===== src/rtl/pist_consts.vh =====
`ifndef PIST_CONSTS_VH
`define PIST_CONSTS_VH

// Bus geometry
`define PIST_AW              8
`define PIST_DW              32

// Register indices and byte addresses (byte address = index times four)
`define PIST_IDX_CTRL_ONE    8'h12
`define PIST_IDX_STS_TWO     8'h13
`define PIST_ADDR_CTRL_ONE   8'h48
`define PIST_ADDR_STS_TWO    8'h4c
`define PIST_ADDR_IRQ_STS    8'h80
`define PIST_ADDR_IRQ_MASK   8'h84

// Status and control two: latched flags high, enables low
`define PIST_FLAG_MSB        15
`define PIST_FLAG_LSB        8
`define PIST_EN2_MSB         7
`define PIST_EN2_LSB         0
`define PIST_BIT_EEE_FLAG    15
`define PIST_BIT_AN_FLAG     14
`define PIST_BIT_PAGE_FLAG   13
`define PIST_BIT_LB_FLAG     12
`define PIST_BIT_MDIX_FLAG   11
`define PIST_BIT_SLEEP_FLAG  10
`define PIST_BIT_POLWOL_FLAG 9
`define PIST_BIT_JAB_FLAG    8
`define PIST_BIT_EEE_EN      7
`define PIST_BIT_AN_EN       6
`define PIST_BIT_PAGE_EN     5
`define PIST_BIT_LB_EN       4
`define PIST_BIT_MDIX_EN     3
`define PIST_BIT_SLEEP_EN    2
`define PIST_BIT_POLWOL_EN   1
`define PIST_BIT_JAB_EN      0

// Control one: the two counter half-full enables
`define PIST_BIT_FC_HF_EN    1
`define PIST_BIT_RXE_HF_EN   0

// Unified source numbering used by flags, irq status and mask
`define PIST_NSRC            10
`define PIST_NSRC_TWO        8

// Reset values
`define PIST_RST_EN2         8'h00
`define PIST_RST_EN1         2'h0
`define PIST_RST_SRC         10'h000

// Bus responses
`define PIST_RESP_OKAY       2'h0
`define PIST_RESP_SLVERR     2'h2

`endif


===== src/rtl/pist_axil_slave.v =====
`timescale 1ns/1ps
`include "pist_consts.vh"

// AXI4-Lite front end: one write and one read in flight, turned into
// single-cycle strobes toward the register file.
module pist_axil_slave (
    input  wire                 sys_clk,
    input  wire                 srst,
    input  wire [`PIST_AW-1:0]  s_axi_awaddr,
    input  wire                 s_axi_awvalid,
    output reg                  s_axi_awready,
    input  wire [`PIST_DW-1:0]  s_axi_wdata,
    input  wire [3:0]           s_axi_wstrb,
    input  wire                 s_axi_wvalid,
    output reg                  s_axi_wready,
    output reg  [1:0]           s_axi_bresp,
    output reg                  s_axi_bvalid,
    input  wire                 s_axi_bready,
    input  wire [`PIST_AW-1:0]  s_axi_araddr,
    input  wire                 s_axi_arvalid,
    output reg                  s_axi_arready,
    output reg  [`PIST_DW-1:0]  s_axi_rdata,
    output reg  [1:0]           s_axi_rresp,
    output reg                  s_axi_rvalid,
    input  wire                 s_axi_rready,
    output wire                 wr_en,
    output wire [`PIST_AW-1:0]  wr_addr,
    output wire [`PIST_DW-1:0]  wr_data,
    output wire [3:0]           wr_strb,
    input  wire                 wr_ok,
    output wire                 rd_en,
    output wire [`PIST_AW-1:0]  rd_addr,
    input  wire [`PIST_DW-1:0]  rd_data,
    input  wire                 rd_ok
);

    reg                 aw_got_q;
    reg                 w_got_q;
    reg                 rd_pend_q;
    reg [`PIST_AW-1:0]  wr_addr_q;
    reg [`PIST_DW-1:0]  wr_data_q;
    reg [3:0]           wr_strb_q;
    reg [`PIST_AW-1:0]  rd_addr_q;

    // Write fires once both halves are in; bvalid blocks a second one
    assign wr_en   = aw_got_q & w_got_q & ~s_axi_bvalid;
    assign wr_addr = wr_addr_q;
    assign wr_data = wr_data_q;
    assign wr_strb = wr_strb_q;
    assign rd_en   = rd_pend_q;
    assign rd_addr = rd_addr_q;

    // Write channels, taken in either order
    always @(posedge sys_clk) begin
        if (srst) begin
            s_axi_awready <= 1'b1;
            s_axi_wready  <= 1'b1;
            s_axi_bvalid  <= 1'b0;
            s_axi_bresp   <= `PIST_RESP_OKAY;
            aw_got_q      <= 1'b0;
            w_got_q       <= 1'b0;
            wr_addr_q     <= {`PIST_AW{1'b0}};
            wr_data_q     <= {`PIST_DW{1'b0}};
            wr_strb_q     <= 4'h0;
        end else begin
            if (s_axi_awvalid && s_axi_awready) begin
                aw_got_q      <= 1'b1;
                s_axi_awready <= 1'b0;
                wr_addr_q     <= s_axi_awaddr;
            end
            if (s_axi_wvalid && s_axi_wready) begin
                w_got_q      <= 1'b1;
                s_axi_wready <= 1'b0;
                wr_data_q    <= s_axi_wdata;
                wr_strb_q    <= s_axi_wstrb;
            end
            if (wr_en) begin
                aw_got_q     <= 1'b0;
                w_got_q      <= 1'b0;
                s_axi_bvalid <= 1'b1;
                s_axi_bresp  <= wr_ok ? `PIST_RESP_OKAY : `PIST_RESP_SLVERR;
            end
            if (s_axi_bvalid && s_axi_bready) begin
                s_axi_bvalid  <= 1'b0;
                s_axi_awready <= 1'b1;
                s_axi_wready  <= 1'b1;
            end
        end
    end

    // Read channel: data sampled in the strobe cycle, so read side
    // effects and the returned value refer to the same instant
    always @(posedge sys_clk) begin
        if (srst) begin
            s_axi_arready <= 1'b1;
            s_axi_rvalid  <= 1'b0;
            s_axi_rresp   <= `PIST_RESP_OKAY;
            s_axi_rdata   <= {`PIST_DW{1'b0}};
            rd_pend_q     <= 1'b0;
            rd_addr_q     <= {`PIST_AW{1'b0}};
        end else begin
            if (s_axi_arvalid && s_axi_arready) begin
                s_axi_arready <= 1'b0;
                rd_addr_q     <= s_axi_araddr;
                rd_pend_q     <= 1'b1;
            end
            if (rd_pend_q) begin
                rd_pend_q    <= 1'b0;
                s_axi_rvalid <= 1'b1;
                s_axi_rdata  <= rd_ok ? rd_data : {`PIST_DW{1'b0}};
                s_axi_rresp  <= rd_ok ? `PIST_RESP_OKAY : `PIST_RESP_SLVERR;
            end
            if (s_axi_rvalid && s_axi_rready) begin
                s_axi_rvalid  <= 1'b0;
                s_axi_arready <= 1'b1;
            end
        end
    end

endmodule


===== src/rtl/pist_top.v =====
`timescale 1ns/1ps
`include "pist_consts.vh"

// Overview of operation
// - Control one bit 1 is a read-write enable, reset zero, for the false carrier counter half-full interrupt.
// - Control one bit 0 is a read-write enable, reset zero, for the receive error counter half-full interrupt.
// - Status two bit 15 is a read-only latched flag set on an EEE error, reset zero.
// - Bit 14 is a read-only latched flag set on an auto-negotiation error event.
// - Bit 13 is a read-only latched flag set when an auto-negotiation page arrives.
// - Bit 12 is a read-only latched flag set on loopback FIFO overflow or underflow.
// - Bit 11 is a read-only latched flag set when the MDI/MDIX crossover state changes.
// - Bit 10 is a read-only latched flag set on a sleep mode event.
// - Bit 9 is a shared latched flag set on a polarity change or a wake packet.
// - Bit 8 is a read-only latched flag set when jabber is detected.
// - Enables at bits 7 to 4, reset zero, gate EEE error, AN error, page and loopback FIFO sources.
// - Enables at bits 3 and 2, reset zero, gate MDI/MDIX change and sleep mode sources.
// - Enable bit 1, reset zero, gates the shared polarity or wake packet source.
// - Enable bit 0, reset zero, gates the jabber source.
module pist_top (
    input  wire                 sys_clk,
    input  wire                 srst,
    input  wire [`PIST_AW-1:0]  s_axi_awaddr,
    input  wire                 s_axi_awvalid,
    output wire                 s_axi_awready,
    input  wire [`PIST_DW-1:0]  s_axi_wdata,
    input  wire [3:0]           s_axi_wstrb,
    input  wire                 s_axi_wvalid,
    output wire                 s_axi_wready,
    output wire [1:0]           s_axi_bresp,
    output wire                 s_axi_bvalid,
    input  wire                 s_axi_bready,
    input  wire [`PIST_AW-1:0]  s_axi_araddr,
    input  wire                 s_axi_arvalid,
    output wire                 s_axi_arready,
    output wire [`PIST_DW-1:0]  s_axi_rdata,
    output wire [1:0]           s_axi_rresp,
    output wire                 s_axi_rvalid,
    input  wire                 s_axi_rready,
    input  wire                 evt_eee_err,
    input  wire                 evt_an_err,
    input  wire                 evt_page_rx,
    input  wire                 evt_loopback_fifo,
    input  wire                 evt_mdix_change,
    input  wire                 evt_sleep,
    input  wire                 evt_polarity_change,
    input  wire                 evt_wol_packet,
    input  wire                 evt_jabber,
    input  wire                 evt_false_carrier_half,
    input  wire                 evt_receive_error_half,
    output reg                  int_req_q,
    output reg                  irq_q
);

    // Strobes from the bus front end
    wire                  wr_en;
    wire [`PIST_AW-1:0]   wr_addr;
    wire [`PIST_DW-1:0]   wr_data;
    wire [3:0]            wr_strb;
    wire                  rd_en;
    wire [`PIST_AW-1:0]   rd_addr;
    reg  [`PIST_DW-1:0]   rd_data;
    reg                   rd_ok;
    reg                   wr_ok;

    // Register state
    reg  [7:0]            en2_q;
    reg  [1:0]            en1_q;
    reg  [`PIST_NSRC-1:0] flag_q;
    reg  [`PIST_NSRC-1:0] irq_sts_q;
    reg  [`PIST_NSRC-1:0] irq_mask_q;

    // Next values and per-source helpers
    wire [`PIST_NSRC-1:0] src_evt;
    wire [`PIST_NSRC-1:0] en_all;
    wire [`PIST_NSRC-1:0] rd_clr;
    wire [`PIST_NSRC-1:0] w1c;
    wire [`PIST_NSRC-1:0] mask_wr;
    wire [`PIST_NSRC-1:0] flag_d;
    wire [`PIST_NSRC-1:0] irq_sts_d;
    wire [`PIST_NSRC-1:0] irq_mask_d;

    wire                  wr_one;
    wire                  wr_two;
    wire                  wr_sts;
    wire                  wr_mask;
    wire                  rd_one;
    wire                  rd_two;

    pist_axil_slave u_bus (
        .sys_clk       (sys_clk),
        .srst          (srst),
        .s_axi_awaddr  (s_axi_awaddr),
        .s_axi_awvalid (s_axi_awvalid),
        .s_axi_awready (s_axi_awready),
        .s_axi_wdata   (s_axi_wdata),
        .s_axi_wstrb   (s_axi_wstrb),
        .s_axi_wvalid  (s_axi_wvalid),
        .s_axi_wready  (s_axi_wready),
        .s_axi_bresp   (s_axi_bresp),
        .s_axi_bvalid  (s_axi_bvalid),
        .s_axi_bready  (s_axi_bready),
        .s_axi_araddr  (s_axi_araddr),
        .s_axi_arvalid (s_axi_arvalid),
        .s_axi_arready (s_axi_arready),
        .s_axi_rdata   (s_axi_rdata),
        .s_axi_rresp   (s_axi_rresp),
        .s_axi_rvalid  (s_axi_rvalid),
        .s_axi_rready  (s_axi_rready),
        .wr_en         (wr_en),
        .wr_addr       (wr_addr),
        .wr_data       (wr_data),
        .wr_strb       (wr_strb),
        .wr_ok         (wr_ok),
        .rd_en         (rd_en),
        .rd_addr       (rd_addr),
        .rd_data       (rd_data),
        .rd_ok         (rd_ok)
    );

    // Address decode of the strobes
    assign wr_one  = wr_en & (wr_addr == `PIST_ADDR_CTRL_ONE);
    assign wr_two  = wr_en & (wr_addr == `PIST_ADDR_STS_TWO);
    assign wr_sts  = wr_en & (wr_addr == `PIST_ADDR_IRQ_STS);
    assign wr_mask = wr_en & (wr_addr == `PIST_ADDR_IRQ_MASK);
    assign rd_one  = rd_en & (rd_addr == `PIST_ADDR_CTRL_ONE);
    assign rd_two  = rd_en & (rd_addr == `PIST_ADDR_STS_TWO);

    // Source vector, high index first in the same order as status two
    assign src_evt = {evt_eee_err,
                      evt_an_err,
                      evt_page_rx,
                      evt_loopback_fifo,
                      evt_mdix_change,
                      evt_sleep,
                      evt_polarity_change | evt_wol_packet,
                      evt_jabber,
                      evt_false_carrier_half,
                      evt_receive_error_half};

    // Enables laid out to match the sources
    assign en_all = {en2_q, en1_q};

    // Reading a register clears only the flags that live in it
    assign rd_clr = {{`PIST_NSRC_TWO{rd_two}}, {2{rd_one}}};

    // Per-source flag, irq status and mask next-state logic
    genvar gi;
    generate
        for (gi = 0; gi < `PIST_NSRC; gi = gi + 1) begin : g_src
            // Bits 0..7 sit in byte lane 0, the rest in lane 1
            assign w1c[gi]     = wr_sts & wr_strb[gi / 8] & wr_data[gi];
            assign mask_wr[gi] = wr_mask & wr_strb[gi / 8];
            // Latched high: a new event in the read cycle wins
            assign flag_d[gi]  = src_evt[gi] |
                                 (flag_q[gi] & ~rd_clr[gi]);
            // Sticky status, set only by enabled sources; set beats W1C
            assign irq_sts_d[gi] = (src_evt[gi] & en_all[gi]) |
                                   (irq_sts_q[gi] & ~w1c[gi]);
            assign irq_mask_d[gi] = mask_wr[gi] ? wr_data[gi]
                                                : irq_mask_q[gi];
        end
    endgenerate

    // Latched flags of both registers
    always @(posedge sys_clk) begin
        if (srst) begin
            flag_q <= `PIST_RST_SRC;
        end else begin
            flag_q <= flag_d;
        end
    end

    // Enables of status two, software owned
    always @(posedge sys_clk) begin
        if (srst) begin
            en2_q <= `PIST_RST_EN2;
        end else if (wr_two && wr_strb[0]) begin
            // Flag bits of the write are ignored, they are read-only
            en2_q <= wr_data[`PIST_EN2_MSB:`PIST_EN2_LSB];
        end
    end

    // Counter half-full enables of control one
    always @(posedge sys_clk) begin
        if (srst) begin
            en1_q <= `PIST_RST_EN1;
        end else if (wr_one && wr_strb[0]) begin
            en1_q[`PIST_BIT_FC_HF_EN]  <= wr_data[`PIST_BIT_FC_HF_EN];
            en1_q[`PIST_BIT_RXE_HF_EN] <= wr_data[`PIST_BIT_RXE_HF_EN];
        end
    end

    // Sticky interrupt status and its mask
    always @(posedge sys_clk) begin
        if (srst) begin
            irq_sts_q  <= `PIST_RST_SRC;
            irq_mask_q <= `PIST_RST_SRC;
        end else begin
            irq_sts_q  <= irq_sts_d;
            irq_mask_q <= irq_mask_d;
        end
    end

    // Outputs from next values so both lag the event by one edge only
    always @(posedge sys_clk) begin
        if (srst) begin
            int_req_q <= 1'b0;
            irq_q     <= 1'b0;
        end else begin
            int_req_q <= |(flag_d & en_all);
            irq_q     <= |(irq_sts_d & irq_mask_d);
        end
    end

    // Read mux; reserved bits read zero
    always @* begin
        rd_data = {`PIST_DW{1'b0}};
        rd_ok   = 1'b1;
        case (rd_addr)
            `PIST_ADDR_CTRL_ONE: begin
                rd_data[1:0] = en1_q;
            end
            `PIST_ADDR_STS_TWO: begin
                rd_data[`PIST_FLAG_MSB:`PIST_FLAG_LSB] =
                    flag_q[`PIST_NSRC-1:2];
                rd_data[`PIST_EN2_MSB:`PIST_EN2_LSB] = en2_q;
            end
            `PIST_ADDR_IRQ_STS: begin
                rd_data[`PIST_NSRC-1:0] = irq_sts_q;
            end
            `PIST_ADDR_IRQ_MASK: begin
                rd_data[`PIST_NSRC-1:0] = irq_mask_q;
            end
            default: begin
                rd_ok = 1'b0;
            end
        endcase
    end

    // Write decode answer; unmapped addresses get SLVERR
    always @* begin
        case (wr_addr)
            `PIST_ADDR_CTRL_ONE: wr_ok = 1'b1;
            `PIST_ADDR_STS_TWO:  wr_ok = 1'b1;
            `PIST_ADDR_IRQ_STS:  wr_ok = 1'b1;
            `PIST_ADDR_IRQ_MASK: wr_ok = 1'b1;
            default:             wr_ok = 1'b0;
        endcase
    end

endmodule


===== config.mk =====
export PLATFORM = sky130hd
export DESIGN_NAME = pist_top
export DESIGN_NICKNAME = d
export VERILOG_FILES = /design/src/rtl/pist_axil_slave.v /design/src/rtl/pist_top.v
export VERILOG_INCLUDE_DIRS = /design/src /design/src/rtl
export SDC_FILE = /design/constraint.sdc
export NUM_CORES = 1
export LEC_CHECK = 0
export ABC_AREA = 1
export BUFFER_PORTS_ARGS = -buffer_cell sky130_fd_sc_hd__buf_2
export CORE_MARGIN = 2
export CORE_UTILIZATION = 54
export CTS_CLUSTER_DIAMETER = 120
export DETAILED_ROUTE_END_ITERATION = 10
export MAX_ROUTING_LAYER = met4
export PLACE_DENSITY = 0.83
export SLEW_MARGIN = 20
export SYNTH_ARGS = -nofsm -noshare
export SYNTH_HDL_FRONTEND = slang
export SYNTH_SLANG_ARGS = --single-unit

===== constraint.sdc =====
create_clock -name sys_clk -period 3 [get_ports sys_clk]
set_input_delay 0.15 -clock sys_clk [delete_from_list [all_inputs] [get_ports sys_clk]]
set_output_delay 0.15 -clock sys_clk [all_outputs]
set_load 0.05 [all_outputs]

==> impl_metrics.toml <==
[critical_path]
path_cells = "inv_1 -> nand2_1 -> nor3_2 -> nand2_1 -> nor2_1 -> nand2_1 -> a31oi_1 -> a21o_1"
rr_endpoint = "u_bus.s_axi_rdata[2]$_SDFFE_PP0P_"
cp_max_fo = 13
start_kind = "register"
r2r_start = "u_bus.rd_addr[5]$_SDFFE_PP0P_"
slowest_stage = "nor3_2"
critPathKind = "reg2reg"
cp_common_cell = "nand2_1"
crit_start = "u_bus.rd_addr[5]$_SDFFE_PP0P_"
path_delay_family = "simple AND/OR/NAND/NOR gates"
r2r.worst_path.cells = 8
cpPeakStageDelay_ns = 0.62
required_ns = 3.30
reg2reg_slack_ns = 0.78
cp.arrival_ns = 2.52
critPathCaptureType = "register"
critPathBufInv = 1

[detailed_routing]
wl_mm = 9.404
final_antenna_net_count = 0
first_pass_iters = 5
drc = 0
drtIter0Drc = 326
via_per_inst = 5.226
wl_per_cell_um = 13.04
vias = 3768

[logic_synthesis]
yosysUniqueCellTypes = 33
avgSynthCellArea_um2 = 7.428
synthSimpleGateAreaFrac_pct = 27.40
synth_top_family_by_area = "simple AND/OR/NAND/NOR gates"
synth_xor_area_share_pct = 0
synth_cells = 552
synth_seq_cells = 96
synth-compound-area-share_pct = 16.20
yosys_warnings = 0
yosysSeqAreaShare_pct = 46.87
synth_mux_area_share_pct = 0
synth_fa_ha_area_share_pct = 0
syn-cell-area_mm2 = 0.004100

[sta]
fmax_mhz = 450.4
grt_setup_unrepaired = "no"
hold_viol_final = 0
setup_viol = 0
maxSlewHeadroom_pct = 39.69
worst_pin_slew_ns = 0.9014
maxSlewViolCount = 0
finalSetupTns_ns = 0
fin_crit_sh_pct = 74.01
layout_min_cycle_time_ns = 2.220
clock_skew_ns = 0.01315

[global_route]
grt_pass1_wl_mm = 15.53
grt_usage_pct = 23.65
grt_max_degree = 43
antenna_found_initial = 0
gr-total-overflow = 0
grt_pass1_vias = 3443

[pwr]
power_frac_seq_pct = 54.5
power_frac_comb_pct = 11.7
clock_power_share_pct = 33.9
p_int_uw = 1797
p_leak_uw = 0.002183
power.density_mw_per_mm2 = 541.1
power_uw = 2508
p_sw_share_pct = 28.34
vdd_drop_max_uv = 408.6
switchingPower_uw = 710.8

[finish]
fin_area_mm2 = 0.004636
area_growth_pct = 13.06
n_antenna_cell = 0
final_nets = 687
final_common_cell = "nand2_1"
final_cell_mix = "121 x nand2_1, 96 x dfxtp_1, 73 x nor2_1"
fillers = 662
drive_above_1_share_pct = 18.65
finish.utilization_pct = 63.57

[placement]
dp_hpwl_mm = 6.853
place_area_mm2 = 0.004439
routabilityCongestion = 0.8771
io_buffers = 70

[hold_path]
min_to = "u_bus.wr_addr[6]$_SDFFE_PP0P_"
min_path_cells = 3
worst_hold_path_type = "in2reg"
worstHoldStart = "s_axi_awaddr[6]"

[die]
start_util_pct = 56.23
io-pin-count = 113
core_area_mm2 = 0.007292
die_height_um = 91.14
fp-row-count = 31
die_x_um = 91.14
dieArea_mm2 = 0.008306

[clocking]
htree_levels = 3
root_buffer = "clkbuf_8"
ctsResizeCount = 0
cts_sinks = 96
ctsHoldBuffers = 0
cts_tree = "built"
worst_setup_hold_path_clk_slew_ns = 0.10
numCtsBuffers = 9
postCtsSetupBuffers = 0
clockBufferDepth = 2
clk_latency_ns = 0.36

[status]
status = "complete, no violations"

[job]
max_cap_viol_count = 0
## routing by layer
metal | wire length [µm] | GRT usage, % | up-vias
met5 | 0 | - | -
met4 | 196 | 8.712 | 0
met3 | 553 | 3.983 | 19
met2 | 4301 | 37.78 | 153
met1 | 4354 | 30.28 | 1704
li1 | - | - | 1892
## worst register-to-register path, cell delays in order, from the launching register on
cell,delay [ns]
dfxtp_1,0.31
inv_1,0.06
nand2_1,0.09
nor3_2,0.62
nand2_1,0.12
nor2_1,0.47
nand2_1,0.11
a31oi_1,0.26
a21o_1,0.13
## power groups by stage
stage / registers, µW / clock network [µW] / logic (µW)
3_3_place_gp: 1390 / 0 / 282
5_1_grt: 1370 / 904 / 324
4_1_cts: 1370 / 847 / 291
6_report: 1370 / 849 / 292
3_5_place_dp: 1400 / 0 / 291
2_1_floorplan: 1410 / 0 / 215
## kinds of logic after synthesis
kind of cell / after synthesis
buffers and inverters: 80
other: 1
flip-flops: 96
AO/OA/AOI/OAI: 118
AND/OR/NAND/NOR: 257
## per-stage QoR
stage | cells | worst slack, ns | hold WS, ns
5_1_grt | 721 | 0.5658 | 0.03412
2_1_floorplan | 569 | 1.330 | 0.2867
3_3_place_gp | 705 | 0.9360 | 0.3721
4_1_cts | 721 | 0.8212 | 0.02661
6_report | 721 | 0.7797 | 0.03029
3_5_place_dp | 705 | 0.8446 | 0.4000
## synth_stat cells
library cell  count  area (µm²)
nand2_1         121       454.2
dfxtp_1          96        1922
nor2_1           73       274.0
o21ai_0          50       250.2
a21oi_1          45       225.2
nand3_1          37       185.2
inv_1            36       135.1
buf_4            18       135.1
clkbuf_1         13       48.80
a32o_1            6       60.06
inv_2             6       22.52
nand2_2           6       37.54
a21o_1            4       30.03
nand3_2           4       40.04
buf_2             3       15.01
nor2_2            3       18.77
nor2_4            3       33.78
nor3_1            3       15.01
o21ai_2           3       26.28
o21bai_1          3       22.52
a21boi_1          2       15.01
a31oi_1           2       12.51
buf_6             2       22.52
clkinv_1          2       7.510
nand3b_1          2       15.01
nand4_1           2       12.51
a21boi_0          1       7.510
a22oi_1           1       7.510
conb_1            1       3.750
nand2_4           1       11.26
nor3_2            1       10.01
nor3_4            1       16.27
o21a_1            1       7.510
## worst max path at each step
stage | cells after the start | slack, ns | end
floorplan | 11 | 1.33 | irq_q$_SDFF_PP0_
global placement | 12 | 0.94 | irq_q$_SDFF_PP0_
detailed placement | 8 | 0.84 | u_bus.s_axi_rdata[2]$_SDFFE_PP0P_
CTS | 8 | 0.82 | u_bus.s_axi_rdata[2]$_SDFFE_PP0P_
global route | 8 | 0.57 | u_bus.s_axi_rdata[2]$_SDFFE_PP0P_
finish | 8 | 0.78 | u_bus.s_axi_rdata[2]$_SDFFE_PP0P_
## state kept, by name, indices dropped and copies added, names as in the netlist, 2 cells and up
register	count
en1_q	2
en2_q	8
flag_q	10
irq_mask_q	10
irq_sts_q	10
u_bus.rd_addr	8
u_bus.s_axi_rdata	16
u_bus.wr_addr	8
u_bus.wr_data	10
u_bus.wr_strb	2
## cell type report
type	count	area [µm²]	area share [%]
clock buffers	10	127.6	2.753
multi-input cells	393	1856	40.03
well taps	99	123.9	2.672
flip-flops and latches	96	1922	41.46
clock inverters	6	68.82	1.484
repair buffers	73	372.9	8.043
inverters	44	165.2	3.563
Note: power is estimated with default switching activity, not from simulation.
